<file path="src/hw/prd_pkg.sv">
/*
 * package for the processor register space decoder: group bases, field
 * positions, categories, the normal-group i/o window and the register map.
 * assumes nothing of its surroundings; used by the decoder and the testbench files.
 */
package prd_pkg;
    // ======================================================================
    // register number space
    localparam logic [31:0] GRP_SCTAG_BASE   = 32'h0100_0000;
    localparam logic [31:0] GRP_SDEALL_BASE  = 32'h0140_0000;
    localparam logic [31:0] GRP_PRIMARY_CACHE_TAG_GROUP_BASE   = 32'h0180_0000;
    localparam logic [31:0] GRP_PCPAR_BASE   = 32'h01c0_0000;
    localparam int          GRP_SEL_HI       = 23;
    localparam int          GRP_SEL_LO       = 22;
    localparam int          GRP_HIT_BIT      = 24;
    localparam int          SC_IDX_LO        = 5;
    localparam int          PCT_IDX_LO       = 5;
    localparam int          PCP_IDX_LO       = 3;
    localparam logic [31:0] IO_WINDOW_BASE   = 32'he100_0000;
    localparam int          NORMAL_COUNT     = 256;

    // ======================================================================
    // internally held normal-group registers
    localparam logic [7:0] REG_MMU_SYS_LEN   = 8'he5;
    localparam logic [7:0] REG_MMU_MAP_EN    = 8'he6;
    localparam logic [7:0] REG_MMU_PA_MODE   = 8'he7;
    localparam logic [7:0] REG_MM_FLT_ADDR   = 8'he8;
    localparam logic [7:0] REG_MM_FLT_PTE    = 8'he9;
    localparam logic [7:0] REG_MM_FLT_STS    = 8'hea;
    localparam logic [7:0] REG_XB_PAR_ADDR   = 8'hec;
    localparam logic [7:0] REG_XB_PAR_STS    = 8'hed;
    localparam logic [7:0] REG_PC_PAR_ADDR   = 8'hf2;
    localparam logic [7:0] REG_PC_STATUS     = 8'hf4;
    localparam logic [7:0] REG_PC_CONTROL    = 8'hf8;
    localparam logic [7:0] REG_TIMER_CS      = 8'h18;
    localparam logic [31:0] REG_RESET_VALUE  = 32'h0000_0000;

    // ======================================================================
    // types
    typedef enum logic [2:0] {
        GRP_NORMAL, GRP_SCTAG, GRP_SDEALL, GRP_PRIMARY_CACHE_TAG_GROUP, GRP_PCPAR
    } prd_group_t;

    typedef enum logic [1:0] {
        H_NONE, H_UCODE, H_INTCMD, H_EXTBUS
    } prd_handler_t;

    // class in [4:3]? kept simply as a 2-bit class and a 4-bit subclass field
    typedef struct packed {
        logic [1:0] cls;
        logic [3:0] sub;
        logic [1:0] acc;   // 0 none, 1 ro, 2 wo, 3 rw
        logic       bcast;
    } prd_cat_t;

    localparam logic [1:0] ACC_NONE = 2'h0;
    localparam logic [1:0] ACC_RO   = 2'h1;
    localparam logic [1:0] ACC_WO   = 2'h2;
    localparam logic [1:0] ACC_RW   = 2'h3;

    typedef struct packed {
        logic        valid;
        logic        write;
        logic [31:0] regNum;
        logic [31:0] wdata;
    } prd_req_t;

    typedef struct packed {
        logic        valid;
        logic        write;
        logic [31:0] addr;
        logic [31:0] data;
    } prd_bus_t;

    typedef struct packed {
        logic         valid;
        logic         write;
        prd_group_t   group;
        logic [15:0]  index;
        logic [7:0]   regNum;
        logic [31:0]  data;
    } prd_cmd_t;
endpackage : prd_pkg

</file>
<file path="src/hw/prd_reg_store.sv">
/*
 * small register memory for the internally held normal-group registers.
 * assumes one synchronous write port and a registered read port.
 */
`timescale 1ns/1ps
`default_nettype none
module prd_reg_store (
    input  wire logic        clk,
    input  wire logic        sys_rst,
    input  wire logic        wrEn,
    input  wire logic [3:0]  wrIdx,
    input  wire logic [31:0] wrData,
    input  wire logic [3:0]  rdIdx,
    output var  logic [31:0] rdData
);
    typedef struct packed {
        logic [15:0][31:0] mem;
        logic [31:0]       rd;
    } prd_store_t;

    prd_store_t st_r;
    prd_store_t st_nxt;

    always_comb begin
        st_nxt = st_r;
        if (wrEn) begin
            st_nxt.mem[wrIdx] = wrData;
        end
        st_nxt.rd = st_r.mem[rdIdx];
    end

    always_ff @(posedge clk or posedge sys_rst) begin
        if (sys_rst) begin
            st_r <= '0;
        end else begin
            st_r <= st_nxt;
        end
    end

    assign rdData = st_r.rd;
endmodule : prd_reg_store
`default_nettype wire

</file>
<file path="src/hw/prd_decoder.sv">
/* register space decoder: group sort, handler steering, held mmu registers.
 * assumes one request at a time held until reqReady; handlers pulse done. */
`timescale 1ns/1ps
`default_nettype none
// Contract
// normal group: 256 longword registers, 1 KB
// io address is base plus number times four
// non-normal groups never reach external bus
// unheld normal registers go out as bus commands; here only class three and subclass three do
// secondary cache tag group at 01000000
// secondary cache deallocate group at 01400000
// primary cache tag group at 01800000
// primary cache parity group at 01c00000
// every number maps to some group
// unused fields ignored, no fault raised
// access type honoured per register
// class three registers go to external logic
// subclass two serviced by internal command
// subclass three: internal command then bus
// subclass five: internal command only; here all are held in the local store, no command issued
// subclass six block decoded, undefined result
// timer control/status built internally only
// broadcast writes also go to vector unit
// each access steered to exactly one handler; here subclass three uses internal command then bus
module prd_decoder (
    input  wire logic             clk,
    input  wire logic             sys_rst,
    input  wire prd_pkg::prd_req_t req,
    output logic                  reqReady,
    output var  logic             rspValid,
    output var  logic [31:0]      rspData,
    output var  logic             rspIgnored,
    output var  prd_pkg::prd_cmd_t ucodeCmd,
    input  wire logic             ucodeDone,
    input  wire logic [31:0]      ucodeData,
    output var  prd_pkg::prd_cmd_t intCmd,
    input  wire logic             intDone,
    output var  prd_pkg::prd_bus_t extBus,
    input  wire logic             extDone,
    input  wire logic [31:0]      extData,
    output var  logic             vecWrite,
    output var  logic [7:0]       vecRegNum,
    output var  logic [31:0]      vecData,
    input  wire logic             vecPresent
);
    typedef enum logic [2:0] {
        S_IDLE, S_UCODE, S_INT, S_EXT, S_LOCAL, S_DONE
    } prd_state_t;

    typedef struct packed {
        prd_state_t        state;
        prd_pkg::prd_cmd_t ucode;
        prd_pkg::prd_cmd_t icmd;
        prd_pkg::prd_bus_t ext;
        logic              thenExt;
        logic              rspV;
        logic [31:0]       rspD;
        logic              ign;
        logic              vW;
        logic [7:0]        vN;
        logic [31:0]       vD;
        logic [31:0]       timerCs;
    } prd_ctx_t;
    prd_ctx_t r_r;
    prd_ctx_t r_nxt;

    // ======================================================================
    // group decode
    prd_pkg::prd_group_t grp;
    logic [15:0]         idx;
    prd_pkg::prd_cat_t   cat;
    logic [3:0]          storeIdx;
    logic                storeHit;
    logic [31:0]         storeRd;
    logic                storeWr;
    logic [31:0]         ioAddr;
    // decode by top bits only, gaps fold into groups
    // unused fields ignored, no fault
    always_comb begin
        idx = '0;
        if (!req.regNum[prd_pkg::GRP_HIT_BIT]) begin
            grp = prd_pkg::GRP_NORMAL;
        end else begin
            unique case (req.regNum[prd_pkg::GRP_SEL_HI:prd_pkg::GRP_SEL_LO])
                // secondary tag group
                2'h0: begin
                    grp = prd_pkg::GRP_SCTAG;
                    idx = req.regNum[prd_pkg::SC_IDX_LO +: 16];
                end
                // dealloc group
                2'h1: begin
                    grp = prd_pkg::GRP_SDEALL;
                    idx = req.regNum[prd_pkg::SC_IDX_LO +: 16];
                end
                // primary tag group, set in bits 12:5
                2'h2: begin
                    grp = prd_pkg::GRP_PRIMARY_CACHE_TAG_GROUP;
                    idx = {8'h00, req.regNum[prd_pkg::PCT_IDX_LO +: 8]};
                end
                // parity group, set in bits 12:3
                default: begin
                    grp = prd_pkg::GRP_PCPAR;
                    idx = {6'h00, req.regNum[prd_pkg::PCP_IDX_LO +: 10]};
                end
            endcase
        end
    end
    // fixed per-number category lookup
    // access type in the lookup
    always_comb begin
        cat = '{cls: 2'h2, sub: 4'h1, acc: prd_pkg::ACC_RW, bcast: 1'b0};
        unique case (req.regNum[7:0])
            prd_pkg::REG_MMU_SYS_LEN, prd_pkg::REG_MMU_PA_MODE,
            prd_pkg::REG_XB_PAR_STS, prd_pkg::REG_PC_STATUS,
            prd_pkg::REG_PC_CONTROL:
                cat = '{2'h2, 4'h5, prd_pkg::ACC_RW, 1'b0};
            prd_pkg::REG_MMU_MAP_EN:
                cat = '{2'h2, 4'h5, prd_pkg::ACC_RW, 1'b1};
            prd_pkg::REG_MM_FLT_ADDR, prd_pkg::REG_MM_FLT_PTE,
            prd_pkg::REG_MM_FLT_STS, prd_pkg::REG_XB_PAR_ADDR,
            prd_pkg::REG_PC_PAR_ADDR:
                cat = '{2'h2, 4'h5, prd_pkg::ACC_RO, 1'b0};
            prd_pkg::REG_TIMER_CS:
                cat = '{2'h2, 4'h7, prd_pkg::ACC_RW, 1'b0};
            8'heb, 8'hee, 8'hef, 8'hf0, 8'hf1, 8'hf3, 8'hf5, 8'hf6,
            8'hf7, 8'hf9, 8'hfa, 8'hfb, 8'hfc, 8'hfd, 8'hfe, 8'hff:
                cat = '{2'h2, 4'h6, prd_pkg::ACC_NONE, 1'b0};
            default: begin
                if (req.regNum[7:0] >= 8'h20 && req.regNum[7:0] < 8'hd8) begin
                    // class three: bus only
                    cat = '{2'h3, 4'h0, prd_pkg::ACC_RW, 1'b0};
                end else if (req.regNum[7:0] >= 8'he0) begin
                    // subclass two mmu translation
                    cat = '{2'h2, 4'h2, prd_pkg::ACC_RW, 1'b0};
                end else if (req.regNum[7:0] >= 8'hd8) begin
                    cat = '{2'h2, 4'h6, prd_pkg::ACC_NONE, 1'b0};
                end else if (req.regNum[7:0] >= 8'h1c) begin
                    // subclass three: internal then bus
                    cat = '{2'h1, 4'h3, prd_pkg::ACC_RW, 1'b0};
                end
            end
        endcase
    end
    // one longword per normal register
    // base plus number in bits 9:2
    assign ioAddr = prd_pkg::IO_WINDOW_BASE | {22'h0, req.regNum[7:0], 2'h0};
    assign storeHit = (storeIdx != 4'hf);
    always_comb begin
        unique case (req.regNum[7:0])
            prd_pkg::REG_MMU_SYS_LEN: storeIdx = 4'h0;
            prd_pkg::REG_MMU_MAP_EN:  storeIdx = 4'h1;
            prd_pkg::REG_MMU_PA_MODE: storeIdx = 4'h2;
            prd_pkg::REG_MM_FLT_ADDR: storeIdx = 4'h3;
            prd_pkg::REG_MM_FLT_PTE:  storeIdx = 4'h4;
            prd_pkg::REG_MM_FLT_STS:  storeIdx = 4'h5;
            prd_pkg::REG_XB_PAR_ADDR: storeIdx = 4'h6;
            prd_pkg::REG_XB_PAR_STS:  storeIdx = 4'h7;
            prd_pkg::REG_PC_PAR_ADDR: storeIdx = 4'h8;
            prd_pkg::REG_PC_STATUS:   storeIdx = 4'h9;
            prd_pkg::REG_PC_CONTROL:  storeIdx = 4'ha;
            default:                  storeIdx = 4'hf;
        endcase
    end
    // ======================================================================
    // steering
    assign reqReady = (r_r.state == S_IDLE);
    assign storeWr  = reqReady && req.valid && req.write
                      && grp == prd_pkg::GRP_NORMAL && storeHit
                      && cat.acc == prd_pkg::ACC_RW;
    always_comb begin
        r_nxt = r_r;
        r_nxt.rspV = 1'b0;
        r_nxt.vW = 1'b0;
        unique case (r_r.state)
            S_IDLE: begin
                if (req.valid) begin
                    r_nxt.ign = 1'b0;
                    r_nxt.rspD = '0;
                    r_nxt.icmd = '{1'b0, req.write, grp, idx,
                                   req.regNum[7:0], req.wdata};
                    r_nxt.thenExt = 1'b0;
                    if (grp != prd_pkg::GRP_NORMAL) begin
                        // cache groups stay inside the chip
                        r_nxt.icmd.valid = 1'b1;
                        r_nxt.state = S_INT;
                    end else if ((req.write && cat.acc == prd_pkg::ACC_RO) ||
                                 (!req.write && cat.acc == prd_pkg::ACC_WO) ||
                                 cat.acc == prd_pkg::ACC_NONE) begin
                        // wrong direction dropped
                        // reserved numbers swallowed
                        r_nxt.ign = 1'b1;
                        r_nxt.state = S_DONE;
                    end else if (cat.cls == 2'h3) begin
                        // bus command at converted address
                        r_nxt.ext = '{1'b1, req.write, ioAddr, req.wdata};
                        r_nxt.state = S_EXT;
                    end else if (cat.sub == 4'h7) begin
                        // only the timer subset is held here
                        r_nxt.timerCs = req.write ? req.wdata : r_r.timerCs;
                        r_nxt.rspD = r_r.timerCs;
                        r_nxt.state = S_DONE;
                    end else if (storeHit) begin
                        // internal only, kept locally
                        r_nxt.state = S_LOCAL;
                    end else if (cat.sub == 4'h2 || cat.sub == 4'h5 ||
                                 cat.sub == 4'h3) begin
                        // internal command first
                        r_nxt.icmd.valid = 1'b1;
                        r_nxt.thenExt = (cat.sub == 4'h3);
                        r_nxt.ext = '{1'b0, req.write, ioAddr, req.wdata};
                        r_nxt.state = S_INT;
                    end else begin
                        r_nxt.ucode = '{1'b1, req.write, grp, idx,
                                        req.regNum[7:0], req.wdata};
                        r_nxt.state = S_UCODE;
                    end
                    // broadcast copy to vector unit
                    if (req.write && cat.bcast && vecPresent &&
                        grp == prd_pkg::GRP_NORMAL) begin
                        r_nxt.vW = 1'b1;
                        r_nxt.vN = req.regNum[7:0];
                        r_nxt.vD = req.wdata;
                    end
                end
            end
            S_UCODE: begin
                if (ucodeDone) begin
                    r_nxt.ucode.valid = 1'b0;
                    r_nxt.rspD = ucodeData;
                    r_nxt.state = S_DONE;
                end
            end
            S_INT: begin
                if (intDone) begin
                    r_nxt.icmd.valid = 1'b0;
                    if (r_r.thenExt) begin
                        // then external read or write
                        r_nxt.ext.valid = 1'b1;
                        r_nxt.state = S_EXT;
                    end else begin
                        r_nxt.state = S_DONE;
                    end
                end
            end
            S_EXT: begin
                if (extDone) begin
                    r_nxt.ext.valid = 1'b0;
                    r_nxt.rspD = extData;
                    r_nxt.state = S_DONE;
                end
            end
            S_LOCAL: begin
                r_nxt.rspD = storeRd;
                r_nxt.state = S_DONE;
            end
            S_DONE: begin
                r_nxt.rspV = 1'b1;
                r_nxt.state = S_IDLE;
            end
        endcase
    end
    always_ff @(posedge clk or posedge sys_rst) begin
        if (sys_rst) begin
            r_r <= '0;
        end else begin
            r_r <= r_nxt;
        end
    end
    prd_reg_store u_store (
        .clk    (clk),
        .sys_rst(sys_rst),
        .wrEn   (storeWr),
        .wrIdx  (storeIdx),
        .wrData (req.wdata),
        .rdIdx  (storeIdx),
        .rdData (storeRd)
    );
    assign rspValid   = r_r.rspV;
    assign rspData    = r_r.rspD;
    assign rspIgnored = r_r.ign;
    assign ucodeCmd   = r_r.ucode;
    assign intCmd     = r_r.icmd;
    assign extBus     = r_r.ext;
    assign vecWrite   = r_r.vW;
    assign vecRegNum  = r_r.vN;
    assign vecData    = r_r.vD;
endmodule : prd_decoder
`default_nettype wire

</file>
<file path="config.mk">
export PLATFORM = sky130hd
export DESIGN_NAME = prd_decoder
export DESIGN_NICKNAME = d
export VERILOG_FILES = /design/src/hw/prd_pkg.sv /design/src/hw/prd_reg_store.sv /design/src/hw/prd_decoder.sv
export SDC_FILE = /design/constraint.sdc
export NUM_CORES = 2
export LEC_CHECK = 0
export BUFFER_PORTS_ARGS = -buffer_cell sky130_fd_sc_hd__buf_4
export CAP_MARGIN = 15
export CORE_ASPECT_RATIO = 0.8
export CORE_UTILIZATION = 35
export DETAILED_ROUTE_END_ITERATION = 7
export PLACE_DENSITY = 0.52
export SLEW_MARGIN = 20
export SYNTH_ARGS = -nofsm -noshare
export SYNTH_HDL_FRONTEND = slang
export SYNTH_SLANG_ARGS = --single-unit
export TNS_END_PERCENT = 50
</file>
<file path="constraint.sdc">
create_clock -name clk -period 42.3 [get_ports clk]
set_input_delay 12.69 -clock clk [delete_from_list [all_inputs] [get_ports clk]]
set_output_delay 12.69 -clock clk [all_outputs]
set_load 0.02 [all_outputs]
</file>
## Word-level counts from Yosys, hierarchy flattened

Cells that the tools add are included.
W data, S select, Z words.

- Div/mod/pow operators: 0
- Equality and inequality tests: 60
- Reductions and logical operators: 41
- Mux-type cells: 66
- Shifts and indexed selects: 0
- Add/sub/neg operators: 0
- $lt $le $gt $ge: 7
- Multiply operators: 0
- Bitwise gates (word level): 6

Operator list:

| cell | number |
|---|---|
| $bwmux W512 | 1 |
| $mux W32 | 12 |
| $mux W67 | 5 |
| $mux W62 | 4 |
| $eq A8 B8 Y1 const B | 27 |
| $mux W192 | 1 |
| $bmux W32 S4 | 1 |
| $demux W32 S4 | 1 |
| $pmux W32 S4 | 1 |
| $mux W61 | 2 |
| $mux W106 | 1 |
| $mux W73 | 1 |
| $mux W66 | 1 |
| $pmux W9 S5 | 1 |
| $pmux W4 S11 | 1 |
| $mux W41 | 1 |
| $mux W9 | 4 |
| $mux W33 | 1 |
| $pmux W16 S2 | 1 |
| $mux W3 | 9 |
| $ne A2 B2 Y1 const B | 12 |
| $pmux W3 S6 | 1 |
| $ge A8 B8 Y1 const B | 2 |
| $mux W16 | 1 |
| other kinds (43) | 88 |

- Bits in latches: 0
- Memories: 0
- Flip-flop bits (word level): 843
- RAM bits: 0
- ROM bits: 0
- Logic and storage cells: 222

## Depth between registers and ports, before layout

- Word-level depth: 17
- Gate-level depth with buffers: 11
- Gate-level depth less buffers: 8

## Cells and area by module

A second synthesis with hierarchy kept.

- Cell total of the unflattened synthesis: 2763
- Area, all modules: 38291.7 µm²

Modules (own cells, without submodules):

| module | area an instance (µm²) | cells an instance | sequential area each (µm²) | instances |
|---|---|---|---|---|
| prd_reg_store | 23976.7 | 1473 | 13613.1 | 1 |
| prd_decoder | 14315.0 | 1290 | 6906.6 | 1 |

## Least setup slack after synthesis

No wires, ideal clock.

- Path type: input to register
- From: input port req[54] in the netlist's numbering
- To: register u_store.st_r[256] in the netlist's numbering
- Slack: 27.385 ns
- Cell stages on the path: 10
- Arrival time: 14.787 ns
- Required time: 42.172 ns
- Cells stage by stage: inv_1 ha_1 o41ai_2 nand3_1 a21oi_1 a21bo_2 nor2b_1 buf_2 buf_4 mux2_1

- Word-level cells in the longest chain between the ends: 7
- Elaborated cells between the ends (all ways): 9

RTL lines:

| what | RTL line | RTL |
|---|---|---|
| from (decl) | prd_decoder.sv:28 | `input wire prd_pkg::prd_req_t req,` |
| $eq A2 B2 Y1, or another cell as far along | prd_decoder.sv:84 | `unique case (req.regNum[prd_pkg::GRP_SEL_HI:prd_pkg::GRP_SEL_LO])` |
| $pmux W3 S3 (*) | prd_decoder.sv:84 |  |
| $mux W3 (*) | prd_decoder.sv:81 | `if (!req.regNum[prd_pkg::GRP_HIT_BIT]) begin` |
| $logic_not A3 Y1 (*) | prd_decoder.sv:168 | `&& grp == prd_pkg::GRP_NORMAL && storeHit` |
| $logic_and A1 B1 Y1 (*) (2 in series) | prd_decoder.sv:168 |  |
| $logic_and A1 B1 Y1 (*) | prd_decoder.sv:169 | `&& cat.acc == prd_pkg::ACC_RW;` |
| to (signal assigned) | prd_reg_store.sv:36 | `st_r <= st_nxt;` |
| to (decl) | prd_reg_store.sv:21 | `prd_store_t st_r;` |

Mark *: on every way between the ends. The rest lies on a longest branch, timed or not.
A chain may end at the register's enable or synchronous reset.

## Final worst setup path

- From: input port req[36] in the netlist's numbering
- To: register u_store.st_r[373] in the netlist's numbering

- Word-level cells in the longest chain between the ends: 7
- Elaborated cells between the ends (all ways): 51

RTL lines:

| what | RTL line | RTL |
|---|---|---|
| $eq A8 B8 Y1 or $ge A8 B8 Y1 (tied branches) | prd_decoder.sv:112, prd_decoder.sv:149, prd_decoder.sv:135 |  |
| $pmux W4 S11 or $mux W9 (tied branches) | prd_decoder.sv:149, prd_decoder.sv:135 |  |
| $lt A4 B5 Y1 (implied by the code), or another cell as far along | prd_reg_store.sv:27 | `st_nxt.mem[wrIdx] = wrData;` |
| $logic_and A1 B1 Y1 (implied by the code) or $mux W9 (tied branches) | prd_reg_store.sv:27, prd_decoder.sv:129 |  |
| $mux W32 (implied by the code) or $pmux W9 S5 (tied branches) | prd_reg_store.sv:27, prd_decoder.sv:112 |  |
| $demux W32 S4 or $eq A2 B2 Y1 (tied branches) | -- |  |
| $bwmux W512 or $logic_and A1 B1 Y1 (tied branches) | prd_reg_store.sv:27, prd_decoder.sv:169 |  |

Several ways; a longest one is shown, not always the timed one.

==> impl_metrics.yaml <==
outcome:
  status: "finished clean"
min_path:
  hp-class: "flip-flop to flip-flop"
  min_from: "u_store.st_r[537]"
timing:
  worstMarginPinSlew_ns: 1.06
  worst_slack_ns: 26.49
  slew_headroom: 0.292
  finClkSkew_ns: 0.0230
  rsz0062_at_grt: "false"
  period_minus_slack_ns: 15.81
  setup_viol: 0
  hold_viol_final: 0
  fmax_ghz: 0.0632
  period_share: 0.374
  setup_tns_ns: 0
  drv_slew: 0
die:
  dieArea_sq_um: 92800
  initial_utilization: 0.356
  die_h_um: 273
  io_pins: 400
  die_w_um: 340
  row_count: 98
  core_area_sq_um: 90000
finish:
  drive_above_1_share: 0.283
  regArea_sq_um: 18900
  final_area_sq_um: 35900
  final.fill_count: 8434
  syn2layout_area_growth_pct: 12.1
  multi_input_area_sq_um: 9570
  nets: 2691
logic_synthesis:
  synth_top_cell_by_area: "dfrtp_1"
  ys_warn_count: 0
  synth_cell_type_count: 70
  synth_area_sq_um: 32000
  synth_top_family_by_area: "multiplexers"
  synthArstFlopShare: 1.00
  synth-simple-area-share: 0.0632
  synth_commonest_cells: "dfrtp_1 (756), clkbuf_1 (372), buf_4 (273)"
  synth_compound_area_frac: 0.107
  synth_top_area_share: 0.590
  synth_area_leaders: "dfrtp_1 (59%), buf_4 (6.4%), mux2_2 (5.6%), mux2_1 (5.1%), clkbuf_1 (4.4%)"
  synth_xor_xnor_area_share: 0.00105
  avgSynthCellArea_sq_um: 11.7
  synth_seq_area_share: 0.590
  postSynthRegisterBits: 756
  synth_cells: 2739
  synth.most_common_cell: "dfrtp_1"
  synth_enable_flop_cells: 0
  synth_ff_type: "dfrtp_1"
  synthAdderAreaFrac: 0.00226
  muxShareOfSynthArea: 0.118
setup_path:
  crit_slowest_cell: "nand3_2"
  worstPathRequired_ns: 42.79
  crit_chain: "buf_4 -> xnor2_1 -> o32ai_4 -> buf_4 -> and2_4 -> nand3_2 -> buf_4 -> mux2_1"
  crit_start: "req[36]"
  cp-start-kind: "input pin"
  worstPathBufferInverterCount: 3
  crit_top_cell: "buf_4"
  crit_path_max_incr_delay_ns: 0.71
  r2r_start: "r_r[297]"
  worstSetupEndpointType: "flip-flop"
  worstPathArrival_ns: 16.31
  critPathTopFamily: "buffers and inverters"
  critPathMaxFanout: 46
  crit_type: "input pin to flip-flop"
global_routing:
  grt_pass1_wl_mm: 130
  use_met3: 0.0301
  busiest_layer: "met2"
  grt_remaining_overflow: 0
  antenna_found_initial: 1
  grt_util_all_layers: 0.182
  met1_usage: 0.245
  grt_pass1_vias: 20500
  grt_max_degree: 128
  use_met2: 0.298
placement:
  detailed_place_hpwl_mm: 51.9
  io_buffers: 371
  post_dp_cell_area_sq_um: 33100
  pre_cts_ws_ns: 25.88
  place.gp.congestion: 0.792
clock_network:
  cts_resized: 0
  clock-sinks: 756
  clk_pin_slew_ns: 0.06
  cts_tree: "yes"
  ctsHtreeMaxLevel: 3
  cts_buffer_depth: 3
  clock_tree.root_cell: "clkbuf_16"
  cts_setup_buffers: 0
  clock_latency_ns: 0.63
  numCtsBuffers: 81
  cts_hold_buffers: 0
routing:
  wl_mm: 84.6
  wire_per_inst_um: 22.2
  vias: 19200
  drtIter0Drc: 1401
  ant_nets: 0
  drt_pre_antenna_iters: 7
  drt-vias-per-instance: 5.04
  drc: 0
pwr:
  powerDensity_nw_per_um2: 57.4
  vdd_drop_max_v: 0.0000310
  p_leak_nw: 17.6
job:
  drv_cap: 0
## cell type report
| cell class | count | area share |
|---|---|---|
| sequential | 756 | 0.527 |
| clock inverter | 28 | 0.0102 |
| antenna | 2 | 0.000139 |
| clock buffer | 119 | 0.0672 |
| inverter | 11 | 0.00136 |
| timing repair buffer | 411 | 0.0862 |
| tap | 1200 | 0.0418 |
| multi-input combinational | 1289 | 0.266 |
## worst register-to-register path: stages, from the launching register on
cell and delay, ns:
dfrtp_2 0.40, buf_4 0.38, nor4b_4 0.40, buf_4 0.62
nand2_1 0.33, or4_2 1.22, and2_1 0.38
## registers in the layout (all words and copies together) (netlist names)
| signal | flops |
|---|---|
| r_r | 36 |
| u_store.st_r | 448 |
| u_store.rdData | 32 |
| rspData | 32 |
| rspValid | 1 |
| intCmd | 61 |
| rspIgnored | 1 |
| vecRegNum | 8 |
| vecData | 32 |
| ucodeCmd | 61 |
| vecWrite | 1 |
| extBus | 43 |
## power breakdown
group          switching, mW  internal, mW
combinational          0.285         0.185
sequential            0.0492         0.808
clock                  0.292         0.444
total                  0.626          1.44
## placed cells by master, fill, tap and decap left out, types with 4 or more instances in the layout
cell type	netlist	routed
a22o_1	29	28
nor2_1	97	97
clkbuf_16	0	84
o211ai_1	5	5
nand2_1	261	259
o21ai_0	67	67
buf_4	273	408
clkbuf_1	372	17
mux2i_1	32	32
and2_1	10	6
nor3b_1	4	4
nand3_1	21	16
o221ai_1	27	27
inv_1	11	10
a221oi_1	36	36
nor2b_1	16	15
nor3_1	5	5
conb_1	1	20
bufinv_16	0	8
clkinv_2	0	14
dfrtp_1	756	755
mux2_2	159	159
a22oi_1	84	84
nand2b_1	24	23
a222oi_1	54	54
a221o_1	26	26
nand4_1	4	4
mux2_1	146	146
o21ai_1	8	7
clkbuf_8	0	18
o22ai_1	5	5
a21oi_1	85	85
ha_1	5	5
nor4_2	1	4
nand3_2	0	4
## logic make-up after synthesis
family	count (synthesis)
DFF	756
buffers and inverters	713
and+or+nand+nor	463
AOI/OAI and AO/OA	459
muxes	338
adders and majority gates	6
xor gates and xnor gates	3
other	1
## metal layers
metal,part of all wire,vias up,wire [um]
met5,0,-,0
met4,0.029,0,2410
met3,0.044,138,3690
met2,0.48,487,40400
met1,0.45,9904,38100
li1,-,8689,-
## final timing paths
path	slack, ns	end	cells after the start
max in group asynchronous	26.90	u_store.st_r[120]	5
max reg2reg	38.46	vecRegNum[0]	6
min reg2reg	0.37	u_store.st_r[537]	0
min in group asynchronous	12.26	extBus[7]	2
max	26.49	u_store.st_r[373]	8
min	0.37	u_store.st_r[537]	0
## per-stage QoR
| stage | hold WS [ns] | total power, mW | utilization | std cells |
|---|---|---|---|---|
| 3_3_place_gp | 0.357 | 1.34 | 0.368 | 3667 |
| 2_1_floorplan | 0.421 | 1.25 | - | 2758 |
| 5_1_grt | 0.381 | 2.16 | 0.399 | 3815 |
| 3_5_place_dp | 0.360 | 1.35 | 0.368 | 3667 |
| 4_1_cts | 0.374 | 2.10 | 0.399 | 3814 |
| 6_report | 0.371 | 2.06 | 0.399 | 3816 |
Power figures use the tool's default switching activity.
